File: src/sas_cfg.svh
// Contract
// RULE1 - conversion clock up to 18 MHz; each conversion takes at least 18 clocks
// RULE2 - every conversion yields a twelve-bit result for its channel
// RULE3 - eight channels; sequencer steps through enabled ones without processor help
// RULE4 - no idle cycles between channels; aggregate rate stays constant; code idles one cycle per scan restart, stalls while the fifo is full
// RULE5 - channel selection by internal state machine or by firmware, chosen by config
// RULE6 - each channel result held in its own buffer
// RULE7 - sample time configurable per channel, applied when that channel converts
// RULE8 - sample-and-hold aperture length is programmable
// RULE9 - low and high limits held; out-of-range flag raised outside window
// RULE10 - range check done as each conversion completes, not at scan end
// RULE11 - converter and sequencer idle while deep sleep is asserted
// RULE12 - range flag sticky until cleared; buffer overwritten only by its channel
`ifndef SAS_CFG_SVH
`define SAS_CFG_SVH
`define SAS_NCH        8
`define SAS_CHW        3
`define SAS_RESW       12
`define SAS_SMPW       8
`define SAS_MAX_CLK_MHZ 18
`define SAS_CONV_CLKS  18
// successive-approximation bit steps after the aperture
`define SAS_BIT_CLKS   (`SAS_CONV_CLKS - 6)
`define SAS_MIN_SMP    8'h06
// wait per bit: code register, then two comparator sync stages
`define SAS_CMP_WAIT   8'h03
`define SAS_FIFO_W     15
`define SAS_FIFO_D     16
`define SAS_FIFO_AW    4
`define SAS_CH_LAST    3'h7
`endif

File: src/sas_pkg.sv
package sas_pkg;
  typedef enum logic [3:0] {
    SAS_IDLE   = 4'h1,
    SAS_SAMPLE = 4'h2,
    SAS_CONV   = 4'h4,
    SAS_DONE   = 4'h8
  } sas_state_t;
endpackage : sas_pkg

File: src/sas_fifo.sv
`timescale 1ns/10ps
`default_nettype none
module sas_fifo #(
  parameter int WIDTH = 15,
  parameter int DEPTH = 16,
  parameter int AW    = 4
) (
  input  wire logic             ref_clk,
  input  wire logic             rst,
  input  wire logic [WIDTH-1:0] in_data,
  input  wire logic             in_valid,
  output logic                  in_ready,
  output logic [WIDTH-1:0]      out_data,
  output logic                  out_valid,
  input  wire logic             out_ready
);
  logic [WIDTH-1:0] mem [DEPTH];
  logic [AW:0]      wr_q;
  logic [AW:0]      rd_q;
  logic             push;
  logic             pop;

  assign in_ready  = (wr_q - rd_q) != (AW+1)'(DEPTH);
  assign out_valid = wr_q != rd_q;
  assign out_data  = mem[rd_q[AW-1:0]];
  assign push      = in_valid && in_ready;
  assign pop       = out_valid && out_ready;

  always_ff @(posedge ref_clk) begin
    if (push) begin
      mem[wr_q[AW-1:0]] <= in_data;
    end
  end

  always_ff @(posedge ref_clk) begin
    if (rst) begin
      wr_q <= '0;
      rd_q <= '0;
    end else begin
      if (push) begin
        wr_q <= wr_q + 1'b1;
      end
      if (pop) begin
        rd_q <= rd_q + 1'b1;
      end
    end
  end
endmodule : sas_fifo
`default_nettype wire

File: src/sas_sequencer.sv
`timescale 1ns/10ps
`default_nettype none
`include "sas_cfg.svh"
module sas_sequencer (
  input  wire logic                             ref_clk,
  input  wire logic                             rst,
  input  wire logic                             deep_sleep,
  input  wire logic                             enable,
  input  wire logic                             fw_select_mode,
  input  wire logic [`SAS_CHW-1:0]              fw_channel,
  input  wire logic                             fw_start,
  input  wire logic [`SAS_NCH-1:0]              chan_enable,
  input  wire logic [`SAS_NCH*`SAS_SMPW-1:0]    chan_sample_time,
  input  wire logic [`SAS_RESW-1:0]             range_low,
  input  wire logic [`SAS_RESW-1:0]             range_high,
  input  wire logic                             range_flag_clear,
  input  wire logic                             cmp_in,
  input  wire logic [`SAS_CHW-1:0]              result_sel,
  output logic [`SAS_CHW-1:0]                   mux_sel,
  output logic                                  sample_hold,
  output logic [`SAS_RESW-1:0]                  dac_code,
  output logic                                  busy,
  output logic                                  scan_done,
  output logic                                  range_irq,
  output logic [`SAS_RESW-1:0]                  result_data,
  output logic [`SAS_FIFO_W-1:0]                fifo_data,
  output logic                                  fifo_valid,
  input  wire logic                             fifo_ready
);
  sas_pkg::sas_state_t state_q;
  logic [`SAS_CHW-1:0]    ch_q;
  logic [`SAS_SMPW-1:0]   cnt_q;
  logic [`SAS_RESW-1:0]   sar_q;
  logic [`SAS_RESW-1:0]   trial_q;
  logic [`SAS_RESW-1:0]   buf_q [`SAS_NCH];
  logic                   cmp_meta_q;
  logic                   cmp_q;
  logic                   sleep_meta_q;
  logic                   sleep_q;
  logic                   fstart_q;
  logic [`SAS_RESW-1:0]   res_d;
  logic                   out_range;
  logic                   fin_last;
  logic [`SAS_CHW-1:0]    next_ch;
  logic                   push_ready;
  logic                   fifo_push;
  logic [`SAS_FIFO_W-1:0] fifo_in;
  logic                   go;
  logic                   last_step;
  logic [`SAS_CHW-1:0]    first_ch;

  // per-channel aperture, floored at 6 clocks; with 12 bits of 4 clocks each a conversion never drops below 54 clocks
  function automatic logic [`SAS_SMPW-1:0] smp_of(input logic [`SAS_CHW-1:0] c);
    logic [`SAS_SMPW-1:0] t;
    t = chan_sample_time[c*`SAS_SMPW +: `SAS_SMPW];
    return (t < `SAS_MIN_SMP) ? `SAS_MIN_SMP : t;
  endfunction : smp_of

  function automatic logic [`SAS_CHW-1:0] next_en(input logic [`SAS_CHW-1:0] c);
    logic [`SAS_CHW-1:0] n;
    logic                hit;
    n   = c;
    hit = 1'b0;
    for (int i = 1; i <= `SAS_NCH; i++) begin
      if (!hit && chan_enable[`SAS_CHW'(c + `SAS_CHW'(i))]) begin
        n   = `SAS_CHW'(c + `SAS_CHW'(i));
        hit = 1'b1;
      end
    end
    return n;
  endfunction : next_en

  // two stages on the comparator and sleep levels, they come from the analog side
  always_ff @(posedge ref_clk) begin
    if (rst) begin
      cmp_meta_q   <= 1'b0;
      cmp_q        <= 1'b0;
      sleep_meta_q <= 1'b0;
      sleep_q      <= 1'b0;
    end else begin
      cmp_meta_q   <= cmp_in;
      cmp_q        <= cmp_meta_q;
      sleep_meta_q <= deep_sleep;
      sleep_q      <= sleep_meta_q;
    end
  end

  always_ff @(posedge ref_clk) begin
    if (rst) begin
      fstart_q <= 1'b0;
    end else if (fw_start) begin
      fstart_q <= 1'b1;
    end else if (state_q == sas_pkg::SAS_IDLE) begin
      fstart_q <= 1'b0;
    end
  end

  assign res_d     = cmp_q ? sar_q : (sar_q & ~trial_q);
  assign out_range = (res_d < range_low) || (res_d > range_high);
  assign next_ch   = next_en(ch_q);
  assign fin_last  = fw_select_mode || (next_ch <= ch_q);
  // a bit is decided only once its trial code has crossed the sync stages
  assign last_step = state_q == sas_pkg::SAS_CONV && cnt_q == `SAS_CMP_WAIT && trial_q[0];
  assign first_ch  = fw_select_mode ? fw_channel : (chan_enable[0] ? '0 : next_en('0));
  // push on the last bit, so the stall test in done sees the true fill level
  assign fifo_push = last_step;
  assign fifo_in   = {ch_q, res_d};
  // RULE5 firmware or machine
  assign go        = enable && !sleep_q && push_ready &&
                     (fw_select_mode ? fstart_q : (chan_enable != '0));

  // RULE11 halt in sleep
  always_ff @(posedge ref_clk) begin
    if (rst || sleep_q || !enable) begin
      state_q     <= sas_pkg::SAS_IDLE;
      ch_q        <= '0;
      cnt_q       <= '0;
      sar_q       <= '0;
      trial_q     <= '0;
      sample_hold <= 1'b0;
      busy        <= 1'b0;
      mux_sel     <= '0;
    end else begin
      case (state_q)
        sas_pkg::SAS_IDLE: begin
          if (go) begin
            // RULE3 first enabled channel
            ch_q        <= first_ch;
            mux_sel     <= first_ch;
            cnt_q       <= '0;
            sample_hold <= 1'b1;
            busy        <= 1'b1;
            state_q     <= sas_pkg::SAS_SAMPLE;
          end
        end
        sas_pkg::SAS_SAMPLE: begin
          // RULE7 per-channel time
          // RULE8 programmable aperture
          if (cnt_q == smp_of(ch_q) - 1'b1) begin
            sample_hold <= 1'b0;
            cnt_q       <= '0;
            sar_q       <= {1'b1, {(`SAS_RESW-1){1'b0}}};
            trial_q     <= {1'b1, {(`SAS_RESW-1){1'b0}}};
            state_q     <= sas_pkg::SAS_CONV;
          end else begin
            cnt_q <= cnt_q + 1'b1;
          end
        end
        sas_pkg::SAS_CONV: begin
          // RULE1 twelve bit steps
          // RULE2 twelve-bit result
          if (cnt_q == `SAS_CMP_WAIT) begin
            cnt_q   <= '0;
            sar_q   <= res_d | (trial_q >> 1);
            trial_q <= trial_q >> 1;
            if (trial_q[0]) begin
              sar_q   <= res_d;
              state_q <= sas_pkg::SAS_DONE;
            end
          end else begin
            cnt_q <= cnt_q + 1'b1;
          end
        end
        sas_pkg::SAS_DONE: begin
          // RULE4 next channel straight from done if the fifo has room; last channel returns to idle
          if (!fin_last && push_ready) begin
            ch_q        <= next_ch;
            mux_sel     <= next_ch;
            cnt_q       <= '0;
            sample_hold <= 1'b1;
            state_q     <= sas_pkg::SAS_SAMPLE;
          end else begin
            busy    <= !fin_last;
            state_q <= fin_last ? sas_pkg::SAS_IDLE : sas_pkg::SAS_DONE;
          end
        end
        default: state_q <= sas_pkg::SAS_IDLE;
      endcase
    end
  end

  // RULE6 buffer per channel
  // RULE12 own channel only
  always_ff @(posedge ref_clk) begin
    if (rst) begin
      for (int i = 0; i < `SAS_NCH; i++) begin
        buf_q[i] <= '0;
      end
    end else if (last_step) begin
      buf_q[ch_q] <= res_d;
    end
  end

  // RULE9 window flag
  // RULE10 checked per conversion
  always_ff @(posedge ref_clk) begin
    if (rst) begin
      range_irq <= 1'b0;
    end else if (last_step && out_range) begin
      range_irq <= 1'b1;
    end else if (range_flag_clear) begin
      range_irq <= 1'b0;
    end
  end

  always_ff @(posedge ref_clk) begin
    if (rst) begin
      scan_done   <= 1'b0;
    end else begin
      scan_done   <= state_q == sas_pkg::SAS_DONE && fin_last;
    end
  end

  always_ff @(posedge ref_clk) begin
    if (rst) begin
      dac_code    <= '0;
      result_data <= '0;
    end else begin
      dac_code    <= sar_q;
      result_data <= buf_q[result_sel];
    end
  end

  // sequencer stalls before a channel whose result would find no room
  sas_fifo #(
    .WIDTH (`SAS_FIFO_W),
    .DEPTH (`SAS_FIFO_D),
    .AW    (`SAS_FIFO_AW)
  ) u_fifo (
    .ref_clk   (ref_clk),
    .rst       (rst),
    .in_data   (fifo_in),
    .in_valid  (fifo_push),
    .in_ready  (push_ready),
    .out_data  (fifo_data),
    .out_valid (fifo_valid),
    .out_ready (fifo_ready)
  );
endmodule : sas_sequencer
`default_nettype wire

File: config.mk
export PLATFORM = sky130hd
export DESIGN_NAME = sas_sequencer
export DESIGN_NICKNAME = d
export VERILOG_FILES = /design/src/sas_pkg.sv /design/src/sas_fifo.sv /design/src/sas_sequencer.sv
export VERILOG_INCLUDE_DIRS = /design/src
export SDC_FILE = /design/constraint.sdc
export NUM_CORES = 1
export LEC_CHECK = 0
export BUFFER_PORTS_ARGS = -buffer_cell sky130_fd_sc_hd__buf_2
export CAP_MARGIN = 10
export CORE_ASPECT_RATIO = 1.1
export CORE_MARGIN = 1.5
export CORE_UTILIZATION = 54
export DETAILED_ROUTE_END_ITERATION = 8
export HOLD_SLACK_MARGIN = 0.02
export PLACE_DENSITY_LB_ADDON = 0.05
export SYNTH_ARGS = -nofsm -noshare
export SYNTH_HDL_FRONTEND = slang
export SYNTH_SLANG_ARGS = --single-unit
File: constraint.sdc
create_clock -name ref_clk -period 5.7 [get_ports ref_clk]
set_input_delay 0.57 -clock ref_clk [delete_from_list [all_inputs] [get_ports ref_clk]]
set_output_delay 0.57 -clock ref_clk [all_outputs]
set_load 0.005 [all_outputs]
==> flow_metrics.env <==
export IMPL_crit_path_frequent_cell="o21ai_0"
export IMPL_drive_above_1_share_pct=27.93
export IMPL_yosysMostFrequentCell="edfxtp_1"
export IMPL_cts_num_sinks=422
export IMPL_ant_nets=0
export IMPL_reg2reg_from="ch_q[0]"
export IMPL_grt_overflow_total=0
export IMPL_vdd_drop_max_uv=243.8
export IMPL_hold_class="input pin to flop"
export IMPL_worstPathArrival_ps=5430
export IMPL_synth_cell_types=67
export IMPL_setup_violations=0
export IMPL_crit_type="flop to flop"
export IMPL_required_ps=6190
export IMPL_synth_ff_type="edfxtp_1"
export IMPL_io_pin_count=158
export IMPL_seq_area_frac_synth_pct=62.04
export IMPL_initial_core_util_pct=55.23
export IMPL_fill_cells=2582
export IMPL_antenna_cells=0
export IMPL_hold_viol_final=0
export IMPL_tns_ps=0
export IMPL_viasPerCell=5.943
export IMPL_areaGrowthSynthToFinish_pct=15.18
export IMPL_dr_pass1_iters=5
export IMPL_cts_tree="done"
export IMPL_die_w_um=182.0
export IMPL_fmaxAchievable_mhz=202.7
export IMPL_worst_path_max_fanout=12
export IMPL_yosys_area_top_type="edfxtp_1"
export IMPL_drcViolationCount=0
export IMPL_path_clk_slew_ps=70
export IMPL_crit_slowest_cell="ha_1"
export IMPL_h_tree_depth=2
export IMPL_rsz0062_at_grt="no"
export IMPL_root_buffer="clkbuf_16"
export IMPL_clock_path_buffers=3
export IMPL_die_h_um=199.9
export IMPL_finalMaxSlewViolations=0
export IMPL_crit_chain="inv_2, ha_1, mux4_2, nand2b_1, a21boi_0, a21boi_0, a211oi_1, a211o_1, o21ai_0, ha_1, nor2b_1, o21a_1, o21ai_0, nor2_1, nand2_1, o21ai_0, nor2_1, a221o_1"
export IMPL_core_area_um2=34470
export IMPL_finalNetCount=1633
export IMPL_critPathTopFamily="compound AO/OA/AOI/OAI gates"
export IMPL_slowest_delay_ps=630
export IMPL_synth_edf_count=336
export IMPL_cp_num_buf_inv=1
export IMPL_min_period_over_period_pct=86.56
export IMPL_drtIter0Drc=824
export IMPL_yosysWarnings=0
export IMPL_postSynthAreaPerCell_um2=14.66
export IMPL_wl_per_cell_um=22.79
export IMPL_rows=71
export IMPL_grt_pass1_wl_um=68740
export IMPL_post_route_min_period_ps=4934
export IMPL_synthTopCellsByCount="336 x edfxtp_1, 168 x nor2_1, 122 x mux4_2"
export IMPL_syn_num_nets=1453
export IMPL_grt_pass1_vias=11927
export IMPL_ctsResizeCount=0
export IMPL_place_detailed_hpwl_um=29050
export IMPL_gp_congestion=0.8685
export IMPL_finClkSkew_ps=12.87
export IMPL_synthArstFlopShare_pct=0
export IMPL_netlist_area_leader_share_pct=53.00
export IMPL_fp_dieArea_um2=36390
export IMPL_grt_max_degree=56
export IMPL_cap_violations=0
export IMPL_power_density_nw_per_um2=298.5
export IMPL_yosys_register_bits=422
export IMPL_synthCells=1299
export IMPL_placedCellCount=1872
export IMPL_wl_um=44430
export IMPL_antenna_found_initial=0
export IMPL_syn_area_um2=19040
export IMPL_finish_utilization_pct=63.61
export IMPL_crit_start="ch_q[0]"
export IMPL_numCtsBuffers=43
export IMPL_via_count=11583
export IMPL_finalPower_w=0.006544
export IMPL_final_area_um2=21930
export IMPL_clkLatencyLatePin_ps=550
export IMPL_max_slew_margin_rel_pct=24.97
export IMPL_postCtsHoldBufs=0
export IMPL_cts_setup_buffers=0
export IMPL_final_cell_count_no_fill=1949
export IMPL_cp_end_kind="flop"
export IMPL_status="finished, final reports clean"
export IMPL_place_area_um2=20450
export IMPL_total_leakage_power_nw=7.190
export IMPL_critPathLaunchType="flop"
export IMPL_synthTopCellsByArea="edfxtp_1 53%, mux4_2 14%, dfxtp_1 9.0%, nor2_1 3.3%, ha_1 2.8%"
export IMPL_min_from="cmp_in"
export IMPL_port_buffers=157
export IMPL_grtUsageTotal_pct=25.18
export IMPL_worst_slew_pin_slew_ps=1118
[state kept, by name (all words and copies together), names as in the netlist, 3 cells and up, named ones only]
signal       count
result_data     12
cnt_q            8
buf_q           96
ch_q             3
u_fifo.wr_q      5
trial_q         12
u_fifo.rd_q      5
sar_q           12
dac_code        12
state_q          4
u_fifo.mem     240
[metrics by stage]
stage	setup slack [ps]	hold slack [ps]
3_3_place_gp	1052	419.5
4_1_cts	857.5	215.3
2_1_floorplan	89.75	413.8
3_5_place_dp	881.7	424.5
5_1_grt	375.5	235.6
6_report	766.1	234.5
[cell type report]
| cell class | count | area (um^2) | area share (%) |
|---|---|---|---|
| sequential | 422 | 11820 | 53.90 |
| multi-input combinational | 746 | 6715 | 30.63 |
| clock buffer | 58 | 1290 | 5.883 |
| timing repair buffer | 204 | 1139 | 5.193 |
| tap | 438 | 548.0 | 2.499 |
| inverter | 62 | 232.7 | 1.061 |
| clock inverter | 19 | 182.7 | 0.8331 |
[cells in the final DEF, fill, tap and decap left out, types with 25 or more instances in the layout]
master / synthesis / routed
nor2_1: 168 / 167
a22o_1: 26 / 26
a21oi_1: 33 / 33
ha_1: 43 / 43
dfxtp_1: 86 / 82
inv_1: 60 / 60
buf_4: 2 / 47
nand2b_1: 25 / 25
nor2b_1: 29 / 29
edfxtp_1: 336 / 336
mux4_2: 122 / 122
clkbuf_16: 0 / 49
o21ai_0: 35 / 34
buf_2: 3 / 157
nand2_1: 57 / 57
mux2i_1: 33 / 33
[kinds of logic after synthesis]
kind of cell / Yosys count / synth area share, %
DFF: 422 / 62.04
buffers and inverters: 131 / 2.800
muxes: 162 / 16.66
xor gates and xnor gates: 21 / 0.9662
and+or+nand+nor: 354 / 8.649
adders and majority gates: 43 / 2.826
AOI/OAI and AO/OA: 166 / 6.054
[worst reg2reg max path: stages (launching register included)]
cell and delay [ps]:
dfxtp_2 330, inv_2 100, ha_1 630, mux4_2 440, nand2b_1 130, a21boi_0 450, a21boi_0 350, a211oi_1 130
a211o_1 290, o21ai_0 130, ha_1 310, nor2b_1 130, o21a_1 160, o21ai_0 280, nor2_1 100, nand2_1 130
o21ai_0 150, nor2_1 410, a221o_1 230
[report_power, final]
group / total (W) / internal (W) / switching, W
clock network: 0.00290 / 0.00173 / 0.00117
logic: 0.000300 / 0.000137 / 0.000164
registers: 0.00335 / 0.00333 / 0.0000137
total: 0.00654 / 0.00520 / 0.00134
[final timing paths]
| kind | to | slack [ps] | cells after the start |
|---|---|---|---|
| hold reg to reg | cmp_q | 440 | 1 |
| setup / recovery | cnt_q[7] | 770 | 18 |
| hold / removal | cmp_meta_q | 230 | 2 |
| setup reg to reg | cnt_q[7] | 770 | 18 |
[layer usage]
metal | global-route usage (%) | routed length [um]
met4 | 9.275 | 1505
met5 | 0 | 0
met2 | 43.99 | 22570
met1 | 32.92 | 18390
met3 | 2.830 | 1963
(Power assumes the default switching activity.)
